## config.mk

```make
export PLATFORM = sky130hd
export DESIGN_NAME = ucps_top
export DESIGN_NICKNAME = d
export VERILOG_FILES = /design/src/hw/ucps_pkg.sv /design/src/hw/ucps_sync.sv /design/src/hw/ucps_top.sv
export VERILOG_INCLUDE_DIRS = /design/src /design/src/hw
export SDC_FILE = /design/constraint.sdc
export NUM_CORES = 1
export LEC_CHECK = 0
export BUFFER_PORTS_ARGS = -buffer_cell sky130_fd_sc_hd__buf_2
export CAP_MARGIN = 25
export CORE_MARGIN = 3
export CORE_UTILIZATION = 56
export CTS_BUF_LIST = sky130_fd_sc_hd__clkbuf_8 sky130_fd_sc_hd__clkbuf_16
export CTS_CLUSTER_SIZE = 28
export DETAILED_ROUTE_END_ITERATION = 7
export PLACE_DENSITY_LB_ADDON = 0.25
export SLEW_MARGIN = 20
export SYNTH_ARGS = -nofsm -noshare
export SYNTH_HDL_FRONTEND = slang
export SYNTH_SLANG_ARGS = --single-unit
```

## constraint.sdc

```tcl
create_clock -name core_clk_in -period 7.2 [get_ports core_clk_in]
set_input_delay 1.44 -clock core_clk_in [delete_from_list [all_inputs] [get_ports core_clk_in]]
set_output_delay 1.44 -clock core_clk_in [all_outputs]
set_load 0.005 [all_outputs]
```

## src/hw/ucps_regs.svh

```systemverilog
// Purpose: register map, field positions, reset values and timing figures
// Assumes: byte addresses on a 5-bit register port
// Notes: times in their own units; cycle counts derived in the top module
`ifndef UCPS_REGS_SVH
`define UCPS_REGS_SVH
`define UCPS_REG_CTRL 5'h00
`define UCPS_REG_IND 5'h04
`define UCPS_REG_POR 5'h08
`define UCPS_REG_STAT 5'h0c
`define UCPS_REG_VOL 5'h10
`define UCPS_CTRL_MODE 1:0
`define UCPS_CTRL_SHORT_MEM 2
`define UCPS_CTRL_LONG 5:3
`define UCPS_CTRL_SCHEME 7:6
`define UCPS_CTRL_NVALID 9:8
`define UCPS_CTRL_RST 10'h308
`define UCPS_IND_EN 4:0
`define UCPS_IND_INJ_IN 5
`define UCPS_IND_DUR 12:6
`define UCPS_IND_TONES 14:13
`define UCPS_IND_TLEN 21:15
`define UCPS_IND_RST 22'h0a051f
`define UCPS_POR_RST 8'h64
`define UCPS_VOL_RST 5'h10
`define UCPS_VOL_MAX 5'h1f
`define UCPS_VOL_MIN 5'h00
`define UCPS_ID_PWRUP 4'h0
`define UCPS_ID_LOWB 4'h1
`define UCPS_ID_VUP 4'h2
`define UCPS_ID_VDN 4'h3
`define UCPS_ID_VMAX 4'h4
`define UCPS_ID_VMIN 4'h5
`define UCPS_ID_MEM0 4'h6
`define UCPS_CLK_NS 10
`define UCPS_MS_NS 1000000
`define UCPS_FADE_MS 32
`define UCPS_DUR_UNIT_MS 50
`define UCPS_POR_UNIT_MS 10
`define UCPS_LONG_UNIT_MS 1000
`define UCPS_LONG_MIN 3'h1
`define UCPS_LONG_MAX 3'h5
`define UCPS_LB_REPEAT_MS 300000
`endif

```

## src/hw/ucps_pkg.sv

```systemverilog
// Purpose: types shared by the supervisor files
// Assumes: field widths match the register header
// Notes: one packed struct carries all top-level state
package ucps_pkg;
	typedef enum logic [1:0] {UCPS_PW_OFF, UCPS_PW_DELAY, UCPS_PW_RUN, UCPS_PW_MUTE} ucps_pwr_t;
	typedef enum logic [1:0] {UCPS_RK_VOL, UCPS_RK_MEM, UCPS_RK_MIX, UCPS_RK_RSVD} ucps_rock_t;
	typedef enum logic [1:0] {UCPS_SC_SHALLOW, UCPS_SC_DEEP, UCPS_SC_ADV, UCPS_SC_RSVD} ucps_scheme_t;
	typedef struct packed {
		ucps_pwr_t pwr;
		logic [16:0] tick_cnt;
		logic tick;
		logic [9:0] ctrl;
		logic [21:0] ind_cfg;
		logic [7:0] por_dly;
		logic [4:0] vol;
		logic [1:0] mem;
		logic deep_drop;
		logic [11:0] por_ms;
		logic lb_seen;
		logic [18:0] lb_ms;
		logic [1:0] sw_prev;
		logic prs_act;
		logic prs_up;
		logic [12:0] prs_ms;
		logic prs_done;
		logic ind_act;
		logic [3:0] ind_id;
		logic [12:0] ind_ms;
		logic [12:0] tone_ms;
		logic [1:0] tone_idx;
		logic fade;
		logic [31:0] rdata;
		logic audio_en;
		logic hw_rst;
	} ucps_state_t;
endpackage

```

## src/hw/ucps_sync.sv

```systemverilog
// Purpose: two-stage synchroniser for pin levels
// Assumes: inputs are slow levels from switches or comparators
// Notes: first stage feeds only the second stage; reset level per bit is the pin's idle level
`timescale 1ns/1ns
module ucps_sync #(
	parameter int W = 1,
	parameter logic [W-1:0] RST_VAL = '0
) (
	input wire logic core_clk_in,
	input wire logic rst_n_in,
	input wire logic [W-1:0] async_in,
	output logic [W-1:0] sync_out
);
	typedef struct packed {
		logic [W-1:0] s1;
		logic [W-1:0] s2;
	} ucps_sync_st_t;
	ucps_sync_st_t s_r;
	ucps_sync_st_t s_nxt;
	generate
		if (W < 1) begin : g_chk
			$error("ucps_sync width must be at least one");
		end
	endgenerate
	always_comb begin
		s_nxt = s_r;
		s_nxt.s1 = async_in;
		s_nxt.s2 = s_r.s1;
	end
	always_ff @(posedge core_clk_in or negedge rst_n_in) begin
		if (!rst_n_in) begin
			s_r <= {RST_VAL, RST_VAL};
		end else begin
			s_r <= s_nxt;
		end
	end
	assign sync_out = s_r.s2;
endmodule

```

## src/hw/ucps_top.sv

```systemverilog
// Purpose: rocker switch, acoustic indicator control and supply supervision
// Assumes: supply comparator flags and switches arrive as async levels
// Notes: advanced scheme restarts like shallow; its gain steps live elsewhere
//
// Our own choices: the register offsets and strobed register access.
`timescale 1ns/1ns
`include "ucps_regs.svh"
// Summary of operation
// Three rocker modes: volume, memory, mixed
// Memory mode: up raises, down lowers memory
// Mixed: short/long threshold one to five seconds
// Setting picks which function short closures do
// Long memory change fires while still held
// Volume and memory modes act on release
// Ten indicators, each tied to one event
// Enables: single, memory group, volume groups
// Up to four faded tones, 6.35 s total
// Indicator injected at output or input
// Shallow, deep or advanced scheme, one active
// Audio held off for programmable power-up delay
// Presses during power-up delay are dropped
// Low battery gives audible warning
// Shallow: mute below 0.95 V until 1.1 V
// Shallow: ramp-down reset, off until 1.1 V
// Shallow: no 0.6 V drop keeps memory
// Shallow: 0.6 V drop reinitialises to memory A
// Deep: muted below 0.95 V until 0.6 V
// Deep: reset loads memory A, resumes above 1.1 V
// Up input raises gain, down input lowers
// Low battery indicator repeats every five minutes
// Supply levels come as comparator flags
// Memory steps stop at both ends
module ucps_top
	import ucps_pkg::*;
#(
	parameter int TICK_CYC = `UCPS_MS_NS / `UCPS_CLK_NS,
	parameter int LB_REPEAT_MS = `UCPS_LB_REPEAT_MS
) (
	// Clock and reset
	input wire logic core_clk_in,
	input wire logic rst_n_in,
	// Register port
	input wire logic [4:0] reg_addr_in,
	input wire logic [31:0] reg_wdata_in,
	input wire logic reg_wr_in,
	input wire logic reg_rd_in,
	output logic [31:0] reg_rdata_out,
	// Rocker switch pins
	input wire logic volume_adjust_in,
	input wire logic volume_down_input_in,
	// Supply comparator flags
	input wire logic sup_above_0v6_in,
	input wire logic sup_above_0v95_in,
	input wire logic sup_above_1v1_in,
	input wire logic ctl_logic_ok_in,
	input wire logic low_batt_in,
	// Audio and indicator control
	output logic audio_en_out,
	output logic hw_reset_out,
	output logic [1:0] memory_select_out,
	output logic [4:0] volume_level_out,
	output logic ind_active_out,
	output logic [3:0] ind_id_out,
	output logic [1:0] ind_tone_out,
	output logic ind_fade_out,
	output logic ind_inject_input_out
);
	import ucps_pkg::*;

	localparam ucps_state_t ST_RST = '{pwr: UCPS_PW_DELAY, ctrl: `UCPS_CTRL_RST,
		ind_cfg: `UCPS_IND_RST, por_dly: `UCPS_POR_RST, vol: `UCPS_VOL_RST, default: '0};

	generate
		if (TICK_CYC < 2 || TICK_CYC > 131072 || LB_REPEAT_MS < 1 || LB_REPEAT_MS > 524288)
		begin : g_chk
			$error("ucps_top tick or repeat count out of range");
		end
	endgenerate

	ucps_state_t s_r;
	ucps_state_t s_nxt;
	logic [6:0] sync_q;
	logic up_q, dn_q, a06, a095, a11, ctl_ok, lowb;
	ucps_rock_t mode;
	ucps_scheme_t scheme;
	logic ev, do_vol, do_mem, held, long_hit, hard_rst;
	logic [3:0] evid;
	logic [1:0] nm;
	logic [12:0] thr_ms, dur_ms, tlen_ms;
	logic [11:0] por_ms_tgt;

	// Indicator enable groups
	function automatic logic ind_en(input logic [3:0] id, input logic [4:0] en);
		case (id)
			`UCPS_ID_PWRUP: ind_en = en[0];
			`UCPS_ID_LOWB: ind_en = en[1];
			`UCPS_ID_VUP, `UCPS_ID_VDN: ind_en = en[3];
			`UCPS_ID_VMAX, `UCPS_ID_VMIN: ind_en = en[4];
			4'h6, 4'h7, 4'h8, 4'h9: ind_en = en[2];
			default: ind_en = 1'b0;
		endcase
	endfunction

	function automatic logic [2:0] long_secs(input logic [2:0] f);
		if (f < `UCPS_LONG_MIN) long_secs = `UCPS_LONG_MIN;
		else if (f > `UCPS_LONG_MAX) long_secs = `UCPS_LONG_MAX;
		else long_secs = f;
	endfunction

	function automatic logic [1:0] mem_next(input logic [1:0] m, input logic up,
		input logic [1:0] top);
		if (up) mem_next = (m < top) ? m + 2'h1 : m;
		else mem_next = (m != 2'h0) ? m - 2'h1 : m;
	endfunction

	// Pins synchronised before use
	ucps_sync #(.W(7), .RST_VAL(7'h3c)) u_sync (
		.core_clk_in(core_clk_in),
		.rst_n_in(rst_n_in),
		.async_in({low_batt_in, ctl_logic_ok_in, sup_above_1v1_in, sup_above_0v95_in,
			sup_above_0v6_in, volume_down_input_in, volume_adjust_in}),
		.sync_out(sync_q)
	);
	assign {lowb, ctl_ok, a11, a095, a06, dn_q, up_q} = sync_q;

	always_comb begin
		s_nxt = s_r;
		mode = ucps_rock_t'(s_r.ctrl[`UCPS_CTRL_MODE]);
		scheme = ucps_scheme_t'(s_r.ctrl[`UCPS_CTRL_SCHEME]);
		ev = 1'b0;
		evid = 4'h0;
		do_vol = 1'b0;
		do_mem = 1'b0;
		nm = s_r.mem;
		thr_ms = 13'(long_secs(s_r.ctrl[`UCPS_CTRL_LONG])) * 13'(`UCPS_LONG_UNIT_MS);
		dur_ms = 13'(s_r.ind_cfg[`UCPS_IND_DUR]) * 13'(`UCPS_DUR_UNIT_MS);
		tlen_ms = 13'(s_r.ind_cfg[`UCPS_IND_TLEN]) * 13'(`UCPS_DUR_UNIT_MS);
		por_ms_tgt = 12'(s_r.por_dly) * 12'(`UCPS_POR_UNIT_MS);
		held = s_r.prs_up ? up_q : dn_q;
		long_hit = s_r.prs_ms >= thr_ms;
		// Millisecond enable
		if (s_r.tick_cnt == 17'(TICK_CYC - 1)) begin
			s_nxt.tick_cnt = 17'h0;
			s_nxt.tick = 1'b1;
		end else begin
			s_nxt.tick_cnt = s_r.tick_cnt + 17'h1;
			s_nxt.tick = 1'b0;
		end
		// Register writes
		if (reg_wr_in) begin
			case (reg_addr_in)
				`UCPS_REG_CTRL: s_nxt.ctrl = reg_wdata_in[9:0];
				`UCPS_REG_IND: s_nxt.ind_cfg = reg_wdata_in[21:0];
				`UCPS_REG_POR: s_nxt.por_dly = reg_wdata_in[7:0];
				`UCPS_REG_VOL: s_nxt.vol = reg_wdata_in[4:0];
				default: ;
			endcase
		end
		// Power sequencing
		case (s_r.pwr)
			UCPS_PW_OFF: begin
				if (!a06) s_nxt.deep_drop = 1'b1;
				if (a11 && ctl_ok) begin
					s_nxt.hw_rst = 1'b0;
					s_nxt.deep_drop = 1'b0;
					if (s_r.deep_drop || !a06) begin
						s_nxt.mem = 2'h0;
						s_nxt.vol = `UCPS_VOL_RST;
						s_nxt.por_ms = 12'h0;
						s_nxt.pwr = UCPS_PW_DELAY;
					end else begin
						s_nxt.pwr = UCPS_PW_RUN;
						s_nxt.audio_en = 1'b1;
					end
				end
			end
			UCPS_PW_DELAY: begin
				if (s_r.por_ms >= por_ms_tgt) begin
					s_nxt.pwr = UCPS_PW_RUN;
					s_nxt.audio_en = 1'b1;
					ev = 1'b1;
					evid = `UCPS_ID_PWRUP;
				end else if (s_r.tick) begin
					s_nxt.por_ms = s_r.por_ms + 12'h1;
				end
			end
			UCPS_PW_RUN: begin
				if (!a095 && (scheme == UCPS_SC_SHALLOW || scheme == UCPS_SC_DEEP)) begin
					s_nxt.pwr = UCPS_PW_MUTE;
					s_nxt.audio_en = 1'b0;
				end
			end
			UCPS_PW_MUTE: begin
				if (a11 && scheme != UCPS_SC_DEEP) begin
					s_nxt.pwr = UCPS_PW_RUN;
					s_nxt.audio_en = 1'b1;
				end
			end
			default: s_nxt.pwr = UCPS_PW_OFF;
		endcase
		// Rocker switch
		s_nxt.sw_prev = {dn_q, up_q};
		if (s_r.pwr != UCPS_PW_RUN) begin
			s_nxt.prs_act = 1'b0;
		end else if (!s_r.prs_act) begin
			if ((up_q && !s_r.sw_prev[0]) || (dn_q && !s_r.sw_prev[1])) begin
				s_nxt.prs_act = 1'b1;
				s_nxt.prs_up = up_q && !s_r.sw_prev[0];
				s_nxt.prs_ms = 13'h0;
				s_nxt.prs_done = 1'b0;
			end
		end else if (held) begin
			if (s_r.tick && s_r.prs_ms != 13'h1fff) s_nxt.prs_ms = s_r.prs_ms + 13'h1;
			if (mode == UCPS_RK_MIX && !s_r.ctrl[`UCPS_CTRL_SHORT_MEM] && long_hit
				&& !s_r.prs_done) begin
				do_mem = 1'b1;
				s_nxt.prs_done = 1'b1;
			end
		end else begin
			s_nxt.prs_act = 1'b0;
			if (!s_r.prs_done) begin
				case (mode)
					UCPS_RK_MEM: do_mem = 1'b1;
					UCPS_RK_MIX: begin
						if (s_r.ctrl[`UCPS_CTRL_SHORT_MEM] != long_hit) do_mem = 1'b1;
						else do_vol = 1'b1;
					end
					default: do_vol = 1'b1;
				endcase
			end
		end
		if (do_vol) begin
			ev = 1'b1;
			if (s_r.prs_up) begin
				if (s_r.vol == `UCPS_VOL_MAX) evid = `UCPS_ID_VMAX;
				else begin
					s_nxt.vol = s_r.vol + 5'h1;
					evid = `UCPS_ID_VUP;
				end
			end else begin
				if (s_r.vol == `UCPS_VOL_MIN) evid = `UCPS_ID_VMIN;
				else begin
					s_nxt.vol = s_r.vol - 5'h1;
					evid = `UCPS_ID_VDN;
				end
			end
		end
		if (do_mem) begin
			nm = mem_next(s_r.mem, s_r.prs_up, s_r.ctrl[`UCPS_CTRL_NVALID]);
			if (nm != s_r.mem) begin
				s_nxt.mem = nm;
				ev = 1'b1;
				evid = `UCPS_ID_MEM0 + {2'h0, nm};
			end
		end
		// Low battery warning and repeat
		if (s_r.pwr == UCPS_PW_RUN && lowb && !s_r.lb_seen) begin
			s_nxt.lb_seen = 1'b1;
			s_nxt.lb_ms = 19'h0;
			ev = 1'b1;
			evid = `UCPS_ID_LOWB;
		end else if (s_r.lb_seen && s_r.tick) begin
			if (s_r.lb_ms == 19'(LB_REPEAT_MS - 1)) begin
				s_nxt.lb_ms = 19'h0;
				ev = 1'b1;
				evid = `UCPS_ID_LOWB;
			end else begin
				s_nxt.lb_ms = s_r.lb_ms + 19'h1;
			end
		end
		// Indicator sequencing
		if (ev && ind_en(evid, s_r.ind_cfg[`UCPS_IND_EN])) begin
			s_nxt.ind_act = 1'b1;
			s_nxt.ind_id = evid;
			s_nxt.ind_ms = 13'h0;
			s_nxt.tone_ms = 13'h0;
			s_nxt.tone_idx = 2'h0;
		end else if (s_r.ind_act && s_r.tick) begin
			s_nxt.ind_ms = s_r.ind_ms + 13'h1;
			s_nxt.tone_ms = s_r.tone_ms + 13'h1;
			if (s_r.ind_ms + 13'h1 >= dur_ms) begin
				s_nxt.ind_act = 1'b0;
			end else if (s_r.tone_ms + 13'h1 >= tlen_ms) begin
				s_nxt.tone_ms = 13'h0;
				if (s_r.tone_idx == s_r.ind_cfg[`UCPS_IND_TONES]) s_nxt.ind_act = 1'b0;
				else s_nxt.tone_idx = s_r.tone_idx + 2'h1;
			end
		end
		// Hardware reset entry
		hard_rst = (scheme == UCPS_SC_DEEP) ? !a06 : !ctl_ok;
		if (hard_rst && s_r.pwr != UCPS_PW_OFF) begin
			s_nxt.pwr = UCPS_PW_OFF;
			s_nxt.hw_rst = 1'b1;
			s_nxt.audio_en = 1'b0;
			s_nxt.deep_drop = !a06;
			s_nxt.prs_act = 1'b0;
			s_nxt.ind_act = 1'b0;
			s_nxt.lb_seen = 1'b0;
			if (scheme == UCPS_SC_DEEP) s_nxt.mem = 2'h0;
		end
		s_nxt.fade = s_nxt.ind_act && (s_nxt.tone_ms < 13'(`UCPS_FADE_MS)
			|| s_nxt.tone_ms + 13'(`UCPS_FADE_MS) >= tlen_ms);
		// Read data, one cycle after the strobe
		s_nxt.rdata = 32'h0;
		if (reg_rd_in) begin
			case (reg_addr_in)
				`UCPS_REG_CTRL: s_nxt.rdata = {22'h0, s_r.ctrl};
				`UCPS_REG_IND: s_nxt.rdata = {10'h0, s_r.ind_cfg};
				`UCPS_REG_POR: s_nxt.rdata = {24'h0, s_r.por_dly};
				`UCPS_REG_STAT: s_nxt.rdata = {20'h0, s_r.vol, s_r.ind_act, s_r.lb_seen,
					s_r.pwr, s_r.audio_en, s_r.mem};
				`UCPS_REG_VOL: s_nxt.rdata = {27'h0, s_r.vol};
				default: s_nxt.rdata = 32'h0;
			endcase
		end
	end

	always_ff @(posedge core_clk_in or negedge rst_n_in) begin
		if (!rst_n_in) begin
			s_r <= ST_RST;
		end else begin
			s_r <= s_nxt;
		end
	end

	assign reg_rdata_out = s_r.rdata;
	assign audio_en_out = s_r.audio_en;
	assign hw_reset_out = s_r.hw_rst;
	assign memory_select_out = s_r.mem;
	assign volume_level_out = s_r.vol;
	assign ind_active_out = s_r.ind_act;
	assign ind_id_out = s_r.ind_id;
	assign ind_tone_out = s_r.tone_idx;
	assign ind_fade_out = s_r.fade;
	assign ind_inject_input_out = s_r.ind_cfg[`UCPS_IND_INJ_IN];
endmodule
```

==> flow_summary_export.csv, run 1 <==
group,metric,value,unit
floorplan,rows,54,
worst_setup_path,cp-start-kind,"flip-flop",
sta,clock.fmax,143,MHz
floorplan,initial_core_util,58.0,%
flow_run,drv_cap,0,
min_path,hp-class,"flip-flop to flip-flop",
logic_synthesis,async_flop_share,100,%
floorplan,die_w,158,um
floorplan,ioPinCount,98,
worst_setup_path,arrival,7320,ps
sta,final_hold_viol_count,0,
finish,regArea,4790,sq um
place,place_area,13500,sq um
clock_tree,cts.clk_slew.worst_paths,80,ps
clock_tree,cts.sinks,190,
sta,setup_tns,0,ps
finish,diodes,0,
place,port_buffers,77,
routing,wl_per_cell,18.0,um
clock_tree,htree_levels,4,
routing,wl,30600,um
sta,setup_viol,0,
logic_synthesis,syn_avg_cell_area,9.59,sq um
clock_tree,clk_latency,440,ps
logic_synthesis,yosysWarnings,0,
worst_setup_path,crit_type,"flip-flop to flip-flop",
floorplan,dieHeight,158,um
sta,maxSlewHeadroom,28.8,%
worst_setup_path,required,7520,ps
logic_synthesis,syn_area,12900,sq um
finish,final_common_cell,"dfrtp_1",
finish,final_nets,1612,
floorplan,core-area,22200,sq um
global_routing,grt_max_degree,89,
routing,ant_nets,0,
clock_tree,cts_root_buf,"clkbuf_16",
sta,worst_slew_pin_slew,1060,ps
finish,fin_area,14400,sq um
logic_synthesis,ys.flop_type,"dfrtp_1",
global_routing,grt_pass1_vias,9709,
global_routing,grt_pass1_wl,49200,um
sta,min_period_over_period,97.2,%
worst_setup_path,endpoint_kind,"flip-flop",
sta,finalMaxSlewViolations,0,
finish,fillerInstances,1757,
routing,drt_iter0_markers,889,
logic_synthesis,ys_seq_area_share,37.2,%
power,max-vdd-ir-drop,0.000208,V
place,hpwl,22500,um
place,gp_congestion,0.881,
clock_tree,cts_buffer_depth,2,
worst_setup_path,rrSetupSlack,200,ps
routing,via_per_inst,5.97,
logic_synthesis,synthCells,1343,
run_status,status,"finished, final reports clean",
sta,skew,10.5,ps
sta,period_needed,7000,ps
clock_tree,cts_made_buffers,17,
logic_synthesis,synth_edf_count,0,
finish,final_util,64.6,%
clock_tree,holdBufCountCts,0,
routing,drc,0,
routing,vias,10200,
finish,layout_common_cells,"dfrtp_1, ha_1, nor2_1, nand2_1, inv_1",
finish,multiInputGateArea,7530,sq um
routing,drt-pass1-iter-count,7,
global_routing,grt_usage,24.9,%
finish,drive_gt1_share,19.6,%
logic_synthesis,yosysUniqueCellTypes,79,
logic_synthesis,ys_ff_latch,190,
floorplan,die_area,24900,sq um
worst_setup_path,max_stage_delay,560,ps
power,cellLeakagePower,7.02,nW
power,p_per_area,250,nW/um^2
global_routing,gr-total-overflow,0,
finish,syn2layout_area_growth,11.4,%
global_routing,antenna_found_initial,0,
worst_setup_path,crit_fanout,5,
clock_tree,cts_tree,"done",
worst_setup_path,slowest_stage,"fa_1",
==> layout make-up <==
type | instances | share of cell area, %
clock buffer | 18 | 3.06
clock inverter | 14 | 1.15
inverter | 82 | 2.14
multi-input combinational | 993 | 52.5
sequential | 190 | 33.4
tap | 280 | 2.44
timing repair buffer | 126 | 5.36
==> registers in the layout (all words and copies together) (netlist names) <==
signal and cells:
s_r 134, reg_rdata_out 22, u_sync.s_nxt 7, u_sync.sync_out 7
volume_level_out 5, ind_id_out 4, ind_tone_out 2, memory_select_out 2
mode 2, audio_en_out 1, hw_reset_out 1, ind_active_out 1
ind_fade_out 1, ind_inject_input_out 1
==> where the power goes <==
| group | switching [mW] | total, mW | internal (mW) | leakage (nW) |
|---|---|---|---|---|
| Clock | 0.463 | 0.999 | 0.536 | 0.303 |
| Combinational | 0.718 | 1.29 | 0.573 | 4.23 |
| Sequential | 0.134 | 1.30 | 1.16 | 2.49 |
==> worst max-delay path: cells and delay by family (launching register included) <==
family / cells / cell delay, ps
adders and majority gates: 6 / 2090
xor gates and xnor gates: 1 / 160
and+or+nand+nor: 10 / 1540
AOI/OAI and AO/OA: 10 / 2240
DFF: 1 / 390
buffers and inverters: 4 / 430
==> what timing repair did <==
| action | 4_1_cts | 5_1_grt |
|---|---|---|
| endpoints found under the setup margin | 1 | 1 |
| resized for setup | 8 | 36 |
| pin swaps | 8 | 29 |
| setup buffers | 3 | 8 |
==> synthesized netlist by cell type, types with 11 or more instances <==
master,instances,share of area (%)
dfrtp_1,165,32
dfstp_2,25,5.1
nor2_1,115,3.4
mux2i_1,12,0.93
nor3_1,17,0.66
a211oi_1,12,0.70
or3_1,13,0.63
inv_1,81,2.4
buf_4,45,2.6
o21ai_0,60,2.3
and3_1,33,1.6
nand2_1,95,2.8
a31oi_1,12,0.58
mux2_2,47,4.1
nor2b_1,11,0.53
a21oi_1,72,2.8
nand4_1,29,1.4
nand2b_1,14,0.68
ha_1,145,14
a21o_1,13,0.76
clkbuf_1,32,0.93
xor2_1,56,3.8
xnor2_1,45,3.1
nand3_1,41,1.6
==> layer usage <==
layer	routed length, um	vias to the layer above	global-route usage [%]	part of all wire, %
met5	0	-	0	0
met2	13900	307	38.2	46
met3	1940	45	5.74	6.3
met1	14100	4978	35.7	46
li1	-	4843	-	-
met4	587	0	6.98	1.9
==> logic make-up (layout without fill, tap and decap cells) <==
| logic type | count (synthesis) | in the layout | share of synthesized area (%) |
|---|---|---|---|
| simple gates | 417 | 417 | 16.0 |
| compound gates | 250 | 250 | 12.9 |
| flops | 190 | 190 | 37.2 |
| buf+inv | 169 | 240 | 6.34 |
| fa+ha+maj | 154 | 154 | 15.5 |
| xor+xnor | 101 | 101 | 6.87 |
| mux | 61 | 61 | 5.24 |
| other cells | 1 | 10 | 0.0291 |
==> through the flow <==
| step | cells | setup WS (ps) | hold WS [ps] | total power, mW |
|---|---|---|---|---|
| final | 1703 | 204 | 351 | 3.59 |
| after global routing | 1703 | -59.3 | 357 | 3.83 |
| after CTS | 1696 | 12.3 | 354 | 3.49 |
| after detailed placement | 1661 | -136 | 336 | 2.47 |
| after global placement | 1661 | 34.9 | 332 | 2.43 |
| after floorplan | 1352 | 41.5 | 331 | 2.13 |
==> path summary, 6_finish.rpt <==
check,from,to,cells after the start
worst max-delay path,s_r[160],ind_fade_out,31
worst min-delay path,u_sync.s_nxt[1],u_sync.sync_out[1],0
worst max register to register,s_r[160],ind_fade_out,31
worst min register to register,u_sync.s_nxt[1],u_sync.sync_out[1],0
max in group asynchronous,rst_n_in,s_r[114],2
min in group asynchronous,rst_n_in,s_r[59],1
Power figures use the tool's default switching activity.
==> inputs of run 2 (changes only) <==
Settings changed: CORE_UTILIZATION 56 to 57, CTS_BUF_LIST sky130_fd_sc_hd__clkbuf_8 sky130_fd_sc_hd__clkbuf_16 to sky130_fd_sc_hd__clkbuf_8, SKIP_LAST_GASP set to 1.
==> run 2 against run 1 <==
Utilization shrank 0.28 points. Die area shrank 1.7%. Clock-buffer cell count unchanged. Sequential share of layout area is 0.45 points higher. Hold slack improved by 10 ps. Sequential power about the same. Register-to-register slack worse by 70 ps. Largest cell class unchanged.
==> flow_summary_export.csv, run 2 (synthesis results as in run 1) <==
group,metric,value,unit
routing,via_per_inst,5.97,
global_routing,grt_usage,25.3,%
clock_tree,cts_root_buf,"clkbuf_8",
min_path,min_path_cells,0,
clock_tree,cts.clk_slew.worst_paths,90,ps
floorplan,dieHeight,156,um
worst_setup_path,endpoint_kind,"flip-flop",
routing,wl_per_cell,18.0,um
place,place_ws,-165,ps
power,clockPowerShare,22.7,%
worst_setup_path,crit_fanout,5,
clock_tree,holdBufCountCts,0,
sta,final.setup.worst_slack,137,ps
floorplan,die_area,24400,sq um
worst_setup_path,rrSetupSlack,140,ps
sta,rsz0062_at_grt,"true",
power,seqPwrFrac,39.3,%
place,hpwl,22500,um
finish,layout_common_cells,"dfrtp_1, ha_1, nor2_1, nand2_1, inv_1",
place,gp_congestion,0.926,
global_routing,grt_pass1_vias,9935,
place,port_buffers,77,
sta,setup_viol,0,
power,p_int,2.08,mW
floorplan,initial_core_util,58.5,%
clock_tree,cts_buffer_depth,2,
floorplan,die_w,156,um
power,comb_power_share,38.0,%
worst_setup_path,crit_type,"flip-flop to flip-flop",
finish,largest_register_ffs,134,
worst_setup_path,r2r_start,"s_r[160]",
worst_setup_path,cp-start-kind,"flip-flop",
finish,regMostFlops,"s_r",
power,p_total,3.32,mW
clock_tree,htree_levels,4,
sta,worst_slew_pin_slew,1060,ps
floorplan,ioPinCount,98,
finish,drive_gt1_share,19.2,%
sta,final_hold_viol_count,0,
finish,final_nets,1611,
flow_run,drv_cap,0,
routing,drt-pass1-iter-count,5,
finish,syn2layout_area_growth,9.91,%
worst_setup_path,max_stage_delay,550,ps
clock_tree,cts.sinks,190,
routing,wl,30600,um
clock_tree,cts_tree,"done",
min_path,hold_start,"u_sync.s_nxt[0]",
routing,drc,0,
sta,period_needed,7060,ps
run_status,status,"finished, final reports clean",
worst_setup_path,critPathTopFamily,"compound AO/OA/AOI/OAI gates",
clock_tree,cts_made_buffers,17,
clock_tree,clk_latency,490,ps
worst_setup_path,r2r-end,"ind_fade_out",
power,p_per_area,234,nW/um^2
power,switching_share,37.2,%
min_path,hold_end,"u_sync.sync_out[0]",
power,max-vdd-ir-drop,0.000156,V
routing,drt_iter0_markers,875,
sta,finalMaxSlewViolations,0,
routing,vias,10200,
sta,worst_hold_slack,361,ps
global_routing,antenna_found_initial,2,
worst_setup_path,arrival,7430,ps
power,cellLeakagePower,6.94,nW
power,p_sw,1.23,mW
worst_setup_path,slowest_stage,"fa_1",
sta,maxSlewHeadroom,28.9,%
place,dp.cells,1661,
worst_setup_path,path_buf_inv,4,
global_routing,gr-total-overflow,0,
min_path,hp-class,"flip-flop to flip-flop",
worst_setup_path,required,7560,ps
routing,ant_nets,0,
finish,diodes,0,
floorplan,core-area,22000,sq um
global_routing,grt_max_degree,126,
sta,skew,15.8,ps
global_routing,grt_pass1_wl,49600,um
sta,clock.fmax,142,MHz
floorplan,rows,54,
sta,min_period_over_period,98.1,%
worst_setup_path,critPathMostFrequentCell,"a2111oi_4",
finish,stdcell_count,1702,
finish,final_common_cell,"dfrtp_1",
worst_setup_path,reg2reg_depth,33,
[run 2: power by group through the flow]
stage | Sequential (mW) | Clock, mW | Combinational, mW
final | 1.30 | 0.752 | 1.26
after global routing | 1.32 | 0.813 | 1.43
after floorplan | 1.24 | 0 | 0.887
after global placement | 1.32 | 0 | 1.11
after detailed placement | 1.32 | 0 | 1.16
after CTS | 1.30 | 0.766 | 1.19
[run 2: cell type report]
class,count,area (sq um)
Multi-Input combinational cell,993,7530
Inverter,82,308
Sequential cell,190,4790
Tap cell,280,350
Fill cell,1767,7870
Clock buffer,18,248
Timing Repair Buffer,125,772
Clock inverter,14,169
[run 2: worst max path at each step]
stage	cells after the start	endpoint	slack, ps	startpoint
floorplan	32	ind_fade_out	40	s_r[161]
global placement	31	ind_fade_out	20	s_r[159]
detailed placement	32	ind_fade_out	-160	s_r[161]
CTS	33	ind_fade_out	10	s_r[161]
global route	31	ind_fade_out	-200	s_r[151]
finish	33	ind_fade_out	140	s_r[160]
[run 2: routing by layer]
layer	vias to the layer above	global-route usage, %	wire (um)
met2	316	41.0	14300
met4	4	6.50	445
li1	4842	-	-
met1	4964	35.3	13700
met5	-	0	28
met3	37	4.65	2160
[run 2: through the flow]
stage / util, % / TNS [ps] / area (sq um)
after floorplan: - / 0 / 12900
after global placement: 61.1 / 0 / 13500
after detailed placement: 61.1 / -165 / 13500
after CTS: 63.2 / 0 / 13900
after global routing: 64.3 / -203 / 14200
final: 64.3 / 0 / 14200
[run 2: what timing repair did]
item                                    in CTS  in global routing
gates resized for setup                      7                 31
buffers inserted                             2                  5
pin swaps                                    6                 28
endpoints found under the setup margin       1                  1
==> inputs of run 3 (changes only) <==
Settings changed: CORE_MARGIN 3 to 4, REMOVE_ABC_BUFFERS set to 1, SKIP_LAST_GASP 1 to unset.
==> run 3 against run 2 <==
Setup slack gained 3.3 ps. Clock-buffer cell count is 1 lower. Power is 0.37% higher. Highest routed layer is now met4. Wire length is 2.2% lower. Combinational power rose by 4%. Sequential power about the same. Non-clock buffer count is 4 lower. Final cell count is 0.24% lower. Critical endpoint unchanged. Final area about the same. Register-to-register slack about the same. Largest power group is now combinational cells. Sequential share of layout area barely moved. Largest cell class unchanged.
==> flow_summary_export.csv, run 3 (synthesis results as in run 1) <==
group,metric,value,unit
run_status,status,"finished, final reports clean",
clock_tree,cts_made_buffers,17,
worst_setup_path,rrSetupSlack,140,ps
place,gp_congestion,0.913,
floorplan,ioPinCount,98,
routing,ant_nets,0,
sta,skew,20.8,ps
worst_setup_path,endpoint_kind,"flip-flop",
worst_setup_path,max_stage_delay,590,ps
sta,final.setup.worst_slack,140,ps
worst_setup_path,r2r_start,"s_r[160]",
worst_setup_path,worstSetupPathDepth,32,
place,hpwl,22400,um
floorplan,rows,54,
worst_setup_path,crit_fanout,6,
place,port_buffers,77,
finish,final_nets,1607,
sta,clock.fmax,142,MHz
routing,wl_per_cell,17.6,um
global_routing,grt_usage,24.3,%
power,p_per_area,235,nW/um^2
finish,final_common_cell,"dfrtp_1",
worst_setup_path,required,7570,ps
finish,drive_gt1_share,19.2,%
routing,drc,0,
min_path,min_path_cells,0,
routing,drt-pass1-iter-count,6,
sta,final_hold_viol_count,0,
place,place_area,13500,sq um
clock_tree,cts.clk_slew.worst_paths,110,ps
sta,worst_slew_pin_slew,1010,ps
clock_tree,cts_tree,"done",
flow_run,drv_cap,0,
sta,setup_viol,0,
finish,layout_common_cells,"dfrtp_1, ha_1, nor2_1, nand2_1, inv_1",
clock_tree,cts_buffer_depth,2,
routing,vias,9966,
finish,largest_register_ffs,134,
finish,final_util,64.3,%
worst_setup_path,slowest_stage,"fa_1",
global_routing,grt_pass1_vias,9728,
worst_setup_path,arrival,7430,ps
min_path,hold_end,"u_sync.sync_out[3]",
finish,fin_area,14200,sq um
power,max-vdd-ir-drop,0.000131,V
finish,regMostFlops,"s_r",
routing,wl,29900,um
power,cellLeakagePower,6.91,nW
global_routing,grt_pass1_wl,48700,um
floorplan,dieHeight,158,um
sta,min_period_over_period,98.1,%
min_path,hold_start,"u_sync.s_nxt[3]",
worst_setup_path,path_buf_inv,4,
floorplan,initial_core_util,58.5,%
worst_setup_path,critPathLaunch,"s_r[160]",
place,place_ws,-315,ps
floorplan,die_area,25100,sq um
sta,period_needed,7060,ps
worst_setup_path,crit_type,"flip-flop to flip-flop",
global_routing,gr-total-overflow,0,
global_routing,antenna_found_initial,0,
sta,finalMaxSlewViolations,0,
worst_setup_path,cp-start-kind,"flip-flop",
global_routing,grt_max_degree,73,
worst_setup_path,reg2reg_depth,32,
sta,maxSlewHeadroom,32.8,%
floorplan,die_w,158,um
finish,diodes,0,
clock_tree,cts.sinks,190,
sta,rsz0062_at_grt,"true",
worst_setup_path,r2r-end,"ind_fade_out",
sta,setup_tns,0,ps
min_path,hp-class,"flip-flop to flip-flop",
worst_setup_path,critPathMostFrequentCell,"inv_2",
worst_setup_path,critPathTopFamily,"adder cells",
finish,syn2layout_area_growth,9.92,%
clock_tree,htree_levels,4,
routing,drt_iter0_markers,734,
floorplan,core-area,22000,sq um
routing,via_per_inst,5.87,
clock_tree,cts_root_buf,"clkbuf_8",
clock_tree,clk_latency,490,ps
run 3: cell count changes in the layout (fill, tap and decap cells not counted), moves of 2 or more:
cell / before / now
buf_4: 46 / 40
bufinv_16: 3 / 0
inv_1: 80 / 77
clkinv_8: 0 / 9
a21oi_2: 7 / 4
mux2i_2: 2 / 0
a21oi_1: 65 / 67
buf_6: 0 / 3
clkinv_2: 2 / 0
run 3: how the worst max path moves through the flow:
| stage | end | slack [ps] |
|---|---|---|
| 6_report | ind_fade_out | 140 |
| 5_1_grt | ind_fade_out | -140 |
| 4_1_cts | ind_fade_out | 2 |
| 3_5_place_dp | ind_fade_out | -310 |
| 3_3_place_gp | ind_fade_out | -70 |
| 2_1_floorplan | ind_fade_out | -310 |
run 3: routing by layer:
metal	vias up	track usage, %	wire length, um
met5	-	0	0
met4	0	4.96	358
met3	28	4.29	1380
met2	212	40.1	14400
met1	4886	34.2	13800
li1	4840	-	-
run 3: power breakdown:
part	switching (mW)	leakage, nW	internal, mW
Clock	0.461	0.206	0.268
Sequential	0.130	2.49	1.16
Combinational	0.732	4.22	0.576
Total	1.32	6.91	2.01
run 3: repair_timing:
| item | in CTS | in global routing |
|---|---|---|
| hold buffers | 0 | 0 |
| gates cloned | 0 | 0 |
| pin swaps | 16 | 26 |
| buffers inserted | 2 | 3 |
| gates resized for setup | 19 | 23 |
| endpoints found under the setup margin | 1 | 1 |
run 3: final cells by class:
type	instances	area, sq um
clock inverter	15	198
inverter	82	308
clock buffer	17	234
tap	280	350
sequential	190	4790
fill	1812	7870
multi-input combinational	993	7530
timing repair buffer	121	756
run 3: metrics by stage:
| step | std cells | hold slack (ps) | power, mW |
|---|---|---|---|
| after global placement | 1659 | 332 | 2.43 |
| after floorplan | 1265 | 331 | 2.10 |
| after CTS | 1695 | 364 | 3.28 |
| after detailed placement | 1661 | 342 | 2.49 |
| after global routing | 1698 | 366 | 3.59 |
| final | 1698 | 363 | 3.33 |
run 3: worst reg2reg max path: cells and delay by family (launching register included):
kind,cells,cell delay (ps)
AO/OA/AOI/OAI,9,1990
AND/OR/NAND/NOR,10,1590
XOR/XNOR,2,350
buffers and inverters,4,340
adder cells (fa/ha/maj),6,2080
multiplexers,1,190
flip-flops,1,410
